--- config.mk ---
export PLATFORM = sky130hd
export DESIGN_NAME = programmable_reload_down_timer
export DESIGN_NICKNAME = d
export VERILOG_FILES = /design/src/hw/prdt_pkg.sv /design/src/hw/count_clk_if.sv /design/src/hw/count_clock_source.sv /design/src/hw/programmable_reload_down_timer.sv
export SDC_FILE = /design/constraint.sdc
export NUM_CORES = 1
export LEC_CHECK = 0
export BUFFER_PORTS_ARGS = -buffer_cell sky130_fd_sc_hd__buf_4
export CAP_MARGIN = 30
export CORE_MARGIN = 3
export CORE_UTILIZATION = 47
export DETAILED_ROUTE_END_ITERATION = 8
export PLACE_DENSITY = 0.73
export SLEW_MARGIN = 40
export SYNTH_ARGS = -nofsm -noshare
export SYNTH_HDL_FRONTEND = slang
export SYNTH_HIERARCHICAL = 1
export SYNTH_SLANG_ARGS = --single-unit
export TNS_END_PERCENT = 20
--- constraint.sdc ---
create_clock -name mclk -period 1.8 [get_ports mclk]
set_input_delay 0.36 -clock mclk [delete_from_list [all_inputs] [get_ports mclk]]
set_output_delay 0.36 -clock mclk [all_outputs]
set_load 0.01 [all_outputs]
--- src/hw/prdt_pkg.sv ---
package prdt_pkg;

  // system clock and the fixed tap ladder of the count source
  localparam int unsigned CLK_HZ      = 25_000_000;
  localparam int unsigned TOP_TAP_HZ  = 8192;
  localparam int unsigned BASE_HZ     = 2 * TOP_TAP_HZ;
  // rounds down: fastest tap runs a hair fast, well within crystal slop
  localparam logic [10:0] BASE_DIV    = 11'(CLK_HZ / BASE_HZ);
  localparam int unsigned TAP_W       = 6;
  localparam int unsigned SAMPLE_HZ   = 256;
  localparam logic [5:0]  SAMPLE_WRAP = 6'(BASE_HZ / SAMPLE_HZ - 1);

  // register indices; byte address is four times the index
  localparam int unsigned ADR_W            = 14;
  localparam logic [11:0] IDX_IRQ_FLAG     = 12'hf02;
  localparam logic [11:0] IDX_IRQ_MASK     = 12'hf12;
  localparam logic [11:0] IDX_COUNT_LOW    = 12'hf24;
  localparam logic [11:0] IDX_COUNT_HIGH   = 12'hf25;
  localparam logic [11:0] IDX_RELOAD_LOW   = 12'hf26;
  localparam logic [11:0] IDX_RELOAD_HIGH  = 12'hf27;
  localparam logic [11:0] IDX_RUN_CTRL     = 12'hf78;
  localparam logic [11:0] IDX_CLK_SEL      = 12'hf79;

  // field positions
  localparam int unsigned FLAG_BIT         = 0;
  localparam int unsigned MASK_BIT         = 0;
  localparam int unsigned RUN_BIT          = 0;
  localparam int unsigned RELOAD_STB_BIT   = 1;
  localparam int unsigned SEL_LSB          = 0;
  localparam int unsigned CLKOUT_BIT       = 3;

  // reset values
  localparam logic        FLAG_RST         = 1'b0;
  localparam logic        MASK_RST         = 1'b0;
  localparam logic        RUN_RST          = 1'b0;
  localparam logic        CLKOUT_RST       = 1'b0;
  localparam logic [7:0]  COUNT_RST        = 8'h00;
  localparam logic [7:0]  RELOAD_RST       = 8'h00;

  typedef enum logic [2:0] {
    SRC_PIN_FILTERED = 3'b000,
    SRC_PIN_DIRECT   = 3'b001,
    SRC_256HZ        = 3'b010,
    SRC_512HZ        = 3'b011,
    SRC_1024HZ       = 3'b100,
    SRC_2048HZ       = 3'b101,
    SRC_4096HZ       = 3'b110,
    SRC_8192HZ       = 3'b111
  } src_e;

  localparam src_e SEL_RST = SRC_PIN_FILTERED;

endpackage

--- src/hw/count_clk_if.sv ---
`timescale 1ns/100ps
`default_nettype none

interface count_clk_if;
  import prdt_pkg::*;

  src_e sel;
  logic level;
  logic fall;

  modport source (
    input  sel,
    output level,
    output fall
  );

  modport user (
    output sel,
    input  level,
    input  fall
  );
endinterface

`default_nettype wire

--- src/hw/count_clock_source.sv ---
`timescale 1ns/100ps
`default_nettype none

module count_clock_source (
  input  wire logic   mclk,
  input  wire logic   srst,
  input  wire logic   ce,
  input  wire logic   external_count_pin,
  count_clk_if.source cs
);
  import prdt_pkg::*;

  typedef struct packed {
    logic [10:0]      div;
    logic [TAP_W-1:0] tap;
    logic             pin_meta;
    logic             pin_sync;
    logic             last_sample;
    logic             filtered;
    logic             level;
    logic             fall;
  } src_state_s;

  src_state_s st;
  src_state_s next_st;

  always_comb begin
    logic       base_tick;
    logic       sample_tick;
    logic       picked;
    logic [2:0] tap_sel;
    base_tick   = 1'b0;
    sample_tick = 1'b0;
    picked      = 1'b0;
    tap_sel     = 3'h0;
    next_st     = st;
    if (ce) begin
      base_tick   = (st.div == BASE_DIV - 11'h1);
      sample_tick = base_tick && (st.tap == SAMPLE_WRAP);
      next_st.div = base_tick ? 11'h0 : st.div + 11'h1;
      if (base_tick) begin
        next_st.tap = st.tap + 6'h1;
      end
      // second stage only feeds logic; first stage read by nothing else
      next_st.pin_meta = external_count_pin;
      next_st.pin_sync = st.pin_meta;
      // two agreeing 256 Hz samples: short chatter never survives
      if (sample_tick) begin
        next_st.last_sample = st.pin_sync;
        if (st.pin_sync == st.last_sample) begin
          next_st.filtered = st.pin_sync;
        end
      end
      tap_sel = 3'h7 - 3'(cs.sel);
      case (cs.sel)
        SRC_PIN_FILTERED: picked = st.filtered;
        SRC_PIN_DIRECT:   picked = st.pin_sync;
        default:          picked = st.tap[tap_sel];
      endcase
      next_st.level = picked;
      next_st.fall  = st.level & ~picked;
    end
  end

  always_ff @(posedge mclk) begin
    if (srst) begin
      st <= '0;
    end else begin
      st <= next_st;
    end
  end

  assign cs.level = st.level;
  assign cs.fall  = st.fall;

endmodule

`default_nettype wire

--- src/hw/programmable_reload_down_timer.sv ---
// The Wishbone slave port was left to the implementer.
`timescale 1ns/100ps
`default_nettype none

module programmable_reload_down_timer (
  input  wire logic              mclk,
  input  wire logic              srst,
  input  wire logic              ce,
  input  wire logic              external_count_pin,
  input  wire logic              wb_cyc_i,
  input  wire logic              wb_stb_i,
  input  wire logic              wb_we_i,
  input  wire logic [prdt_pkg::ADR_W-1:0] wb_adr_i,
  input  wire logic [3:0]        wb_sel_i,
  input  wire logic [31:0]       wb_dat_i,
  output var  logic [31:0]       wb_dat_o,
  output var  logic              wb_ack_o,
  output var  logic              underflow_irq_req,
  output var  logic              shared_output_pin
);
  import prdt_pkg::*;

  typedef struct packed {
    logic [7:0] count_value;
    logic [7:0] reload_value;
    logic       count_run_bit;
    logic       underflow_irq_mask;
    logic       underflow_irq_flag;
    src_e       count_source_select;
    logic       count_clock_out_enable;
    logic       ack;
    logic [3:0] rdata;
    logic       irq_req;
    logic       clk_out;
  } timer_state_s;

  timer_state_s st;
  timer_state_s next_st;

  count_clk_if cclk ();

  assign cclk.sel = st.count_source_select;

  count_clock_source u_source (
    .mclk               (mclk),
    .srst               (srst),
    .ce                 (ce),
    .external_count_pin (external_count_pin),
    .cs                 (cclk)
  );

  always_comb begin
    logic        access;
    logic        wr;
    logic        rd;
    logic [11:0] idx;
    logic        count_reload_strobe;
    logic        hit_zero;
    logic [7:0]  dec;
    access              = 1'b0;
    wr                  = 1'b0;
    rd                  = 1'b0;
    idx                 = 12'h0;
    count_reload_strobe = 1'b0;
    hit_zero            = 1'b0;
    dec                 = 8'h0;
    next_st             = st;

    if (ce) begin
      // one request per ack; the idle cycle after ack blocks a double take
      access = wb_cyc_i & wb_stb_i & ~st.ack;
      idx    = wb_adr_i[ADR_W-1:2];
      wr     = access & wb_we_i & wb_sel_i[0];
      rd     = access & ~wb_we_i;

      next_st.ack   = access;
      next_st.rdata = 4'h0;

      if (rd) begin
        case (idx)
          IDX_IRQ_FLAG: begin
            next_st.rdata[FLAG_BIT] = st.underflow_irq_flag;
          end
          IDX_IRQ_MASK: begin
            next_st.rdata[MASK_BIT] = st.underflow_irq_mask;
          end
          IDX_COUNT_LOW: begin
            next_st.rdata = st.count_value[3:0];
          end
          IDX_COUNT_HIGH: begin
            next_st.rdata = st.count_value[7:4];
          end
          IDX_RELOAD_LOW: begin
            next_st.rdata = st.reload_value[3:0];
          end
          IDX_RELOAD_HIGH: begin
            next_st.rdata = st.reload_value[7:4];
          end
          IDX_RUN_CTRL: begin
            // strobe bit has no storage and reads zero
            next_st.rdata[RUN_BIT] = st.count_run_bit;
          end
          IDX_CLK_SEL: begin
            next_st.rdata[SEL_LSB+:3]  = 3'(st.count_source_select);
            next_st.rdata[CLKOUT_BIT] = st.count_clock_out_enable;
          end
          default: begin
            next_st.rdata = 4'h0;
          end
        endcase
      end

      if (wr) begin
        case (idx)
          IDX_IRQ_MASK: begin
            next_st.underflow_irq_mask = wb_dat_i[MASK_BIT];
          end
          IDX_RELOAD_LOW: begin
            next_st.reload_value[3:0] = wb_dat_i[3:0];
          end
          IDX_RELOAD_HIGH: begin
            next_st.reload_value[7:4] = wb_dat_i[3:0];
          end
          IDX_RUN_CTRL: begin
            next_st.count_run_bit = wb_dat_i[RUN_BIT];
            count_reload_strobe   = wb_dat_i[RELOAD_STB_BIT];
          end
          IDX_CLK_SEL: begin
            next_st.count_source_select    = src_e'(wb_dat_i[SEL_LSB+:3]);
            next_st.count_clock_out_enable = wb_dat_i[CLKOUT_BIT];
          end
          default: begin
            // flag, count and unmapped words ignore writes
            next_st.count_run_bit = st.count_run_bit;
          end
        endcase
      end

      // strobe outranks a same-cycle count step
      if (count_reload_strobe) begin
        next_st.count_value = st.reload_value;
      end else if (st.count_run_bit && cclk.fall) begin
        // reaching zero reloads at once: reload 00 walks 00,ff..01
        dec = st.count_value - 8'h1;
        if (dec == 8'h00) begin
          hit_zero            = 1'b1;
          next_st.count_value = st.reload_value;
        end else begin
          next_st.count_value = dec;
        end
      end
      // only the reload strobe touches count while stopped; otherwise it holds

      // a read clears the flag, but a new underflow wins
      if (rd && idx == IDX_IRQ_FLAG) begin
        next_st.underflow_irq_flag = 1'b0;
      end
      if (hit_zero) begin
        next_st.underflow_irq_flag = 1'b1;
      end

      next_st.irq_req = st.underflow_irq_flag & st.underflow_irq_mask;
      next_st.clk_out = st.count_clock_out_enable & cclk.level;
    end
  end

  always_ff @(posedge mclk) begin
    if (srst) begin
      st                        <= '0;
      st.count_value            <= COUNT_RST;
      st.reload_value           <= RELOAD_RST;
      st.count_run_bit          <= RUN_RST;
      st.underflow_irq_mask     <= MASK_RST;
      st.underflow_irq_flag     <= FLAG_RST;
      st.count_source_select    <= SEL_RST;
      st.count_clock_out_enable <= CLKOUT_RST;
    end else begin
      st <= next_st;
    end
  end

  assign wb_dat_o          = {28'h0, st.rdata};
  assign wb_ack_o          = st.ack;
  assign underflow_irq_req = st.irq_req;
  assign shared_output_pin = st.clk_out;

endmodule

`default_nettype wire

==> metrics.md, run 1 <==
| Metric | Value |
|---|---|
| Setup violations, final | 0 |
| Layout cells sized above 1 | 0.287 |
| Tmin final | about 1.8 ns |
| Top cell type's share of synthesized area | 0.336 |
| Comb pwr share | 0.088 |
| Width of the die | 88.0 um |
| Post-Synth Simple-Gate Area | 0.278 |
| Reg power frac | 0.532 |
| IO buf count | 30 |
| Clock tree from TritonCTS | yes |
| Via density per instance | 5.38 |
| Initial DRC count | 130 |
| CP Capture Type | flip-flop |
| Clock Tree Buf Depth | 2 |
| Max cap viols | 0 |
| Hold Buf Count CTS | 0 |
| Initial Util | 0.492 |
| Avg Cell Area, Syn | 8.87 sq um |
| Dpl cells | between 400 and 500 |
| Total chip power | 2.24 mW |
| CTS root buffer | clkbuf_8 |
| Mux cell area share after synthesis | 0.100 |
| Clock Sinks | 53 |
| Final hold violations | 0 |
| Largest net degree at the start of global routing | 33 |
| Psw | 0.521 mW |
| PD cells | roughly 590 nW/um^2 |
| Synth warnings | 6 |
| Via Count | 2687 |
| CP Max Fanout | 3 |
| Worst Skew | 0.00532 ns |
| Final slew viol count | 0 |
| Nets | 483 |
| 1st-pass router iterations | 5 |
| Net Sw Frac | 0.233 |
| Clock power share | 0.380 |
| Final cell count without fillers | approximately 500 |
| Post-synth EDFFs | 0 |
| Post-route ant nets | 0 |
| Hold_ws | 0.288 ns |
| Max Clock Freq | between 500 and 600 MHz |
| Cells after Synth | roughly 360 |
| HPWL after DPL | 5430 um |
| R2r endpoint | st[23] |
| Max VDD drop | roughly 0.56 mV |
| Worst setup path start | st[23] |
| Reg-to-reg slack, setup | approximately 0.035 ns |
| Register-to-Register Path Depth | 7 |
| Syn-to-layout area delta | 20.0% |
| Avg WL per Cell | 13.8 um |
| Post-Syn Area | 3160 sq um |
| Total Routed Length | 6910 um |
| Status | complete, no violations |
| IO Count | 92 |
| Worst Setup Start Kind | flip-flop |
| Critical path data arrival time | 1.98 ns |
| Crit path required time | just over 2 ns |
| Ys flop type | dfxtp_1 |
| Fin crit share | 0.980 |
| Int Power | between 1.5 and 2 mW |
| Pleak | 1.56 nW |
| Async SR Flop Fraction | 0 |
| DRC violations left | 0 |
| Area share of fa/ha/maj cells after synthesis | 0.0198 |
| Number of global-route vias before repair | roughly 2600 |
| Inserted Clock Buffers | 5 |
| Reg-to-Reg Start | st[23] |
| H-tree depth | 2 |
| Worst Hold Class | input port to flip-flop |
| Die ar. | ~7700 sq um |
| Yosys reg bits | 53 |
| Synth Area in XOR/XNOR | 0.0499 |
| First-pass GRT wire length | roughly 11000 um |
| Setup Crit Path Kind | flip-flop to flip-flop |
| Initial antenna violation count | 0 |
| Clk_lat worst skew | 0.31 ns |
| Ant diodes | 0 |
| Commonest cells in the netlist | dfxtp_1, nor2_1, buf_4, nand2_1, mux2i_1 |
| Final GP Congestion | 0.890 |
| Main combinational cell family by area after synthesis | simple AND/OR/NAND/NOR gates |
| DIE HEIGHT | 88.0 um |
| Worst-path clk slew | 0.10 ns |
| GRT Overall Usage | 0.185 |
| Distinct cell type count after synthesis | 59 |
| Post-synthesis compound-gate area fraction | 0.105 |
| Num rows | 29 |
| Count leader, synth | dfxtp_1 |
| Sequential share of the synthesized area | 0.336 |
| Top cells by area, synth | dfxtp_1, buf_4, mux2i_1 |
| Critical Path End | st[23] |
| Remaining global-route overflow | 0 |
| RSZ-0062 raised after global routing | true |
| # Post-CTS Setup Buffers | 0 |
| Post-synth top area cell | dfxtp_1 |
| Std-Cell Core Area | 6420 sq um |
==> routing by layer <==
layer | wire (um) | global-route usage | vias to the layer above
li1 | - | - | 1343
met1 | 2960 | 0.221 | 1236
met2 | 3400 | 0.325 | 89
met3 | 369 | 0.0339 | 19
met4 | 176 | 0.0725 | 0
met5 | 0 | 0 | -
==> how the worst min path moves through the flow <==
stage | startpoint | to | cells past startpoint
2_1_floorplan | wb_dat_o[0] | wb_dat_o[0] | 2
3_3_place_gp | wb_dat_o[1] | wb_dat_o[1] | 2
3_5_place_dp | wb_dat_o[0] | wb_dat_o[0] | 2
4_1_cts | external_count_pin | u_source/st[5] | 3
5_1_grt | wb_dat_i[2] | st[20] | 3
6_report | external_count_pin | u_source/st[5] | 3
==> power groups by stage <==
stage / Sequential, mW / Clock [mW] / Combinational [mW]
after floorplan: 1.22 / 0 / 0.147
after global placement: 1.22 / 0 / 0.191
after detailed placement: 1.22 / 0 / 0.196
after CTS: 1.19 / 0.871 / 0.196
after global routing: 1.19 / 0.901 / 0.219
final: 1.19 / 0.852 / 0.197
==> critical path, stage by stage, from the launching register on <==
cell     delay, ns
dfxtp_2       0.33
inv_2         0.07
ha_4          0.14
and3b_1       0.17
a31oi_2       0.05
or4b_4        0.52
and3_4        0.17
o32ai_2       0.23
==> final cells by class <==
type | instances | area (sq um)
Fill cell | 553 | 2630
Multi-Input combinational cell | 274 | 1880
Sequential cell | 53 | 1060
Timing Repair Buffer | 77 | 591
Tap cell | 77 | 96.3
Clock buffer | 6 | 82.6
Clock inverter | 2 | 37.5
Inverter | 10 | 37.5
==> stage by stage <==
step	setup slack, ns	setup TNS, ns	utilization	instance area, sq um
floorplan	0.0139	0	-	3280
global placement	-0.142	-0.548	0.569	3650
detailed placement	-0.181	-1.39	0.569	3650
CTS	0.00636	0	0.589	3780
global route	-0.0249	-0.0249	0.590	3790
finish	0.0354	0	0.590	3790
==> repair_timing <==
item	in CTS	in global routing
endpoints found under the setup margin	4	8
pin swaps	3	3
gates resized for setup	4	3
==> logic make-up (layout without fill, tap and decap cells) <==
| kind of cell | Yosys count | count (layout) |
|---|---|---|
| flip-flops | 53 | 53 |
| AO/OA/AOI/OAI | 47 | 47 |
| XOR/XNOR | 18 | 18 |
| AND/OR/NAND/NOR | 148 | 148 |
| other | 1 | 28 |
| buffers and inverters | 56 | 95 |
| adder cells (fa/ha/maj) | 5 | 5 |
| multiplexers | 28 | 28 |
==> registers in the layout, indices dropped and copies added (netlist names) <==
register	flops
cclk.sel	3
wb_ack_o	1
u_source/cs.level	1
st	20
u_source/cs.fall	1
u_source/st	21
wb_dat_o	4
underflow_irq_req	1
shared_output_pin	1
==> cell usage in the layout, fill, tap and decap left out, types with 2 or more instances in the layout <==
cell type,netlist,routed
xor2_1,6,6
and4_1,3,3
nor4_1,4,4
a222oi_1,2,2
and3b_1,2,2
mux4_2,2,2
inv_2,0,2
nand4b_1,2,2
buf_4,35,76
nand4_1,12,12
and3_1,3,2
mux2_2,4,4
a21o_1,2,2
nand3_1,13,13
nor4b_2,2,2
nand2_1,22,22
xnor2_1,12,12
nor3_1,6,6
ha_1,5,4
o31ai_1,4,4
nand3_2,2,2
a311oi_1,7,7
nand2b_1,8,8
nor2_1,50,49
clkbuf_8,0,6
dfxtp_1,53,51
or2_2,4,3
o21ai_0,9,8
mux2i_1,20,20
dfxtp_2,0,2
conb_1,1,28
inv_1,10,8
o311ai_0,2,2
a21oi_1,11,11
nor4_4,2,2
No activity file was read; power rests on OpenSTA's default activity.
==> inputs of run 2 (changes only) <==
--- a/config.mk
+++ b/config.mk
@@ -7,10 +7,12 @@
 export LEC_CHECK = 0
 export BUFFER_PORTS_ARGS = -buffer_cell sky130_fd_sc_hd__buf_4
 export CAP_MARGIN = 30
+export CELL_PAD_IN_SITES_DETAIL_PLACEMENT = 1
+export CELL_PAD_IN_SITES_GLOBAL_PLACEMENT = 1
 export CORE_MARGIN = 3
-export CORE_UTILIZATION = 47
+export CORE_UTILIZATION = 35
 export DETAILED_ROUTE_END_ITERATION = 8
-export PLACE_DENSITY = 0.73
+export PLACE_DENSITY = 0.74
 export SLEW_MARGIN = 40
 export SYNTH_ARGS = -nofsm -noshare
 export SYNTH_HDL_FRONTEND = slang
==> metrics.md, run 2 (synthesized netlist as in run 1, its figures left out) <==
| Metric | Value |
|---|---|
| Total chip power | 2.12 mW (was 2.24 mW) |
| Worst Skew | 0.00964 ns (was 0.00532 ns) |
| CP bufs+invs | 1 (unchanged) |
| Max FFs per register | 21 (unchanged) |
| Pleak | 1.58 nW (was 1.56 nW) |
| Worst hold start | external_count_pin (unchanged) |
| Std-Cell Core Area | 8760 sq um (was 6420 sq um) |
| Initial DRC count | 81 (was 130) |
| Final cell count without fillers | 533 (was 499) |
| Int Power | 1.58 mW (was 1.72 mW) |
| Ant diodes | 0 (unchanged) |
| Crit path required time | 2.03 ns (was 2.02 ns) |
| Failing checks | setup timing |
| Num rows | 34 (was 29) |
| Psw | 0.549 mW (was 0.521 mW) |
| DRC violations left | 0 (unchanged) |
| 1st-pass router iterations | 4 (was 5) |
| Clock Sinks | 53 (unchanged) |
| Die ar. | 10200 sq um (was 7740 sq um) |
| Inserted Clock Buffers | 5 (unchanged) |
| Number of cells on the critical path | 7 (unchanged) |
| Worst Setup Start Kind | flip-flop (unchanged) |
| Reg power frac | 0.559 (was 0.532) |
| Initial antenna violation count | 0 (unchanged) |
| Net Sw Frac | 0.258 (was 0.233) |
| R2r endpoint | st[23] (unchanged) |
| Via density per instance | 5.15 (was 5.38) |
| Final GP Congestion | 0.811 (was 0.890) |
| Final WS setup | -0.0402 ns (was 0.0354 ns) |
| Critical path data arrival time | 2.07 ns (was 1.98 ns) |
| Setup Crit Path Kind | flip-flop to flip-flop (unchanged) |
| Largest stage delay, worst path | 0.56 ns (was 0.52 ns) |
| Max cap viols | 0 (unchanged) |
| IO Count | 92 (unchanged) |
| CP Capture Type | flip-flop (unchanged) |
| Commonest non-fill, non-tap cell in the layout | buf_4 (unchanged) |
| Critical path, cell by cell | inv_4 -> ha_4 -> and3b_2 -> a31oi_4 -> or4b_4 -> and3_4 -> o32ai_2 (was inv_2 -> ha_4 -> and3b_1 -> a31oi_2 -> or4b_4 -> and3_4 -> o32ai_2) |
| Post-route ant nets | 0 (unchanged) |
| Avg WL per Cell | 15.5 um (was 13.8 um) |
| Register-to-Register Path Depth | 7 (unchanged) |
| Nets | 486 (was 483) |
| GRT Overall Usage | 0.161 (was 0.185) |
| Largest net degree at the start of global routing | 29 (was 33) |
| Worst Hold End | u_source/st[5] (unchanged) |
| Reg-to-reg slack, setup | -0.04 ns (was 0.04 ns) |
| Top reg by flops | u_source/st (unchanged) |
| Remaining global-route overflow | 0 (unchanged) |
| Layout cells sized above 1 | 0.306 (was 0.287) |
| Fin crit share | 1.02 (was 0.980) |
| PD cells | 549 nW/um^2 (was 590 nW/um^2) |
| Setup TNS Final | -0.0710 ns (was 0 ns) |
| Number of global-route vias before repair | 2823 (was 2589) |
| Worst Hold Class | input port to flip-flop (unchanged) |
| Comb pwr share | 0.094 (was 0.088) |
| CP Max Fanout | 4 (was 3) |
| Initial Util | 0.361 (was 0.492) |
| Max VDD drop | 0.391 mV (was 0.558 mV) |
| Clk_lat worst skew | 0.31 ns (about the same) |
| Critical-path top delay cell | or4b_4 (unchanged) |
| Top delay family on crit path | simple AND/OR/NAND/NOR gates (unchanged) |
| Final hold violations | 0 (unchanged) |
| Worst-path clk slew | 0.11 ns (was 0.10 ns) |
| Syn-to-layout area delta | 22.5% (was 20.0%) |
| Status | finished with violations (was complete, no violations) |
| First-pass GRT wire length | 13300 um (was 11300 um) |
| Tmin final | 1.84 ns (was 1.76 ns) |
| Width of the die | 101 um (was 88.0 um) |
| HPWL after DPL | 6270 um (was 5430 um) |
| RSZ-0062 raised after global routing | true (unchanged) |
| Via Count | 2746 (was 2687) |
| Hold Buf Count CTS | 0 (unchanged) |
| Clock Tree Buf Depth | 2 (unchanged) |
| Commonest cells after routing, fill and taps aside | buf_4, dfxtp_1, nor2_1, conb_1, nand2_1 (unchanged) |
| DIE HEIGHT | 101 um (was 88.0 um) |
| Clock tree from TritonCTS | yes (unchanged) |
| Total Routed Length | 8260 um (was 6910 um) |
| H-tree depth | 2 (unchanged) |
| Clock power share | 0.346 (was 0.380) |
| Reg-to-Reg Start | st[22] (was st[23]) |
| Setup violations, final | 3 (was 0) |
| CTS root buffer | clkbuf_8 (unchanged) |
| Worst Hold Depth | 3 (unchanged) |
| Max Clock Freq | 543 MHz (was 567 MHz) |
| IO buf count | 30 (unchanged) |
| Dpl cells | 519 (was 491) |
| Hold_ws | 0.296 ns (was 0.288 ns) |
| Final slew viol count | 0 (unchanged) |
## run 2: cell count changes in the layout (fill, tap and decap cells not counted), sizes merged
cell      previous run  this run
buf                 77        80
bufinv               1         0
clkinv               0         2
clkinvlp             1         0
## run 2: timing repair
item                                    CTS  global route
gates cloned                              0             0
pin swaps                                 3             7
buffers inserted                          3             3
resized for setup                        11            10
endpoints found under the setup margin    2             8
## run 2: worst max-delay path by stage
stage	startpoint	end	slack (ns)
final	st[22]	st[23]	-0.04
after global routing	st[23]	st[29]	-0.11
after CTS	st[22]	st[23]	-0.04
after detailed placement	wb_adr_i[4]	st[29]	-0.20
after global placement	wb_adr_i[4]	st[25]	-0.12
after floorplan	st[22]	st[23]	0.01
## run 2: area by class of cell
type	instances	area [sq um]
inverter	10	42.5
timing repair buffer	80	613
clock inverter	2	13.8
clock buffer	6	82.6
fill	1061	4890
tap	108	135
multi-input combinational	274	1910
sequential	53	1070
## run 2: layer usage
metal / part of all wire / track usage / up-vias
met5: 0 / 0 / -
met1: 0.43 / 0.193 / 1338
met2: 0.53 / 0.297 / 54
met3: 0.034 / 0.0291 / 6
met4: 0.0076 / 0.0368 / 0
li1: - / - / 1348
## run 2: metrics by stage
step	utilization	setup WS, ns	area, sq um
floorplan	-	0.0139	3280
global placement	0.419	-0.123	3670
detailed placement	0.419	-0.201	3670
CTS	0.436	-0.0395	3820
global route	0.442	-0.111	3870
finish	0.442	-0.0402	3870
## run 2: worst min-delay path, delay by kind of cell
family / cells / cell delay (ns)
simple gates: 1 / 0.08
buf+inv: 1 / 0.08
mux: 1 / 0.05
## run 2: power groups by stage
| stage | combinational [mW] | sequential (mW) | clock (mW) |
|---|---|---|---|
| CTS | 0.201 | 1.19 | 0.760 |
| finish | 0.201 | 1.19 | 0.736 |
| floorplan | 0.147 | 1.22 | 0 |
| global placement | 0.193 | 1.22 | 0 |
| detailed placement | 0.200 | 1.22 | 0 |
| global route | 0.220 | 1.19 | 0.814 |
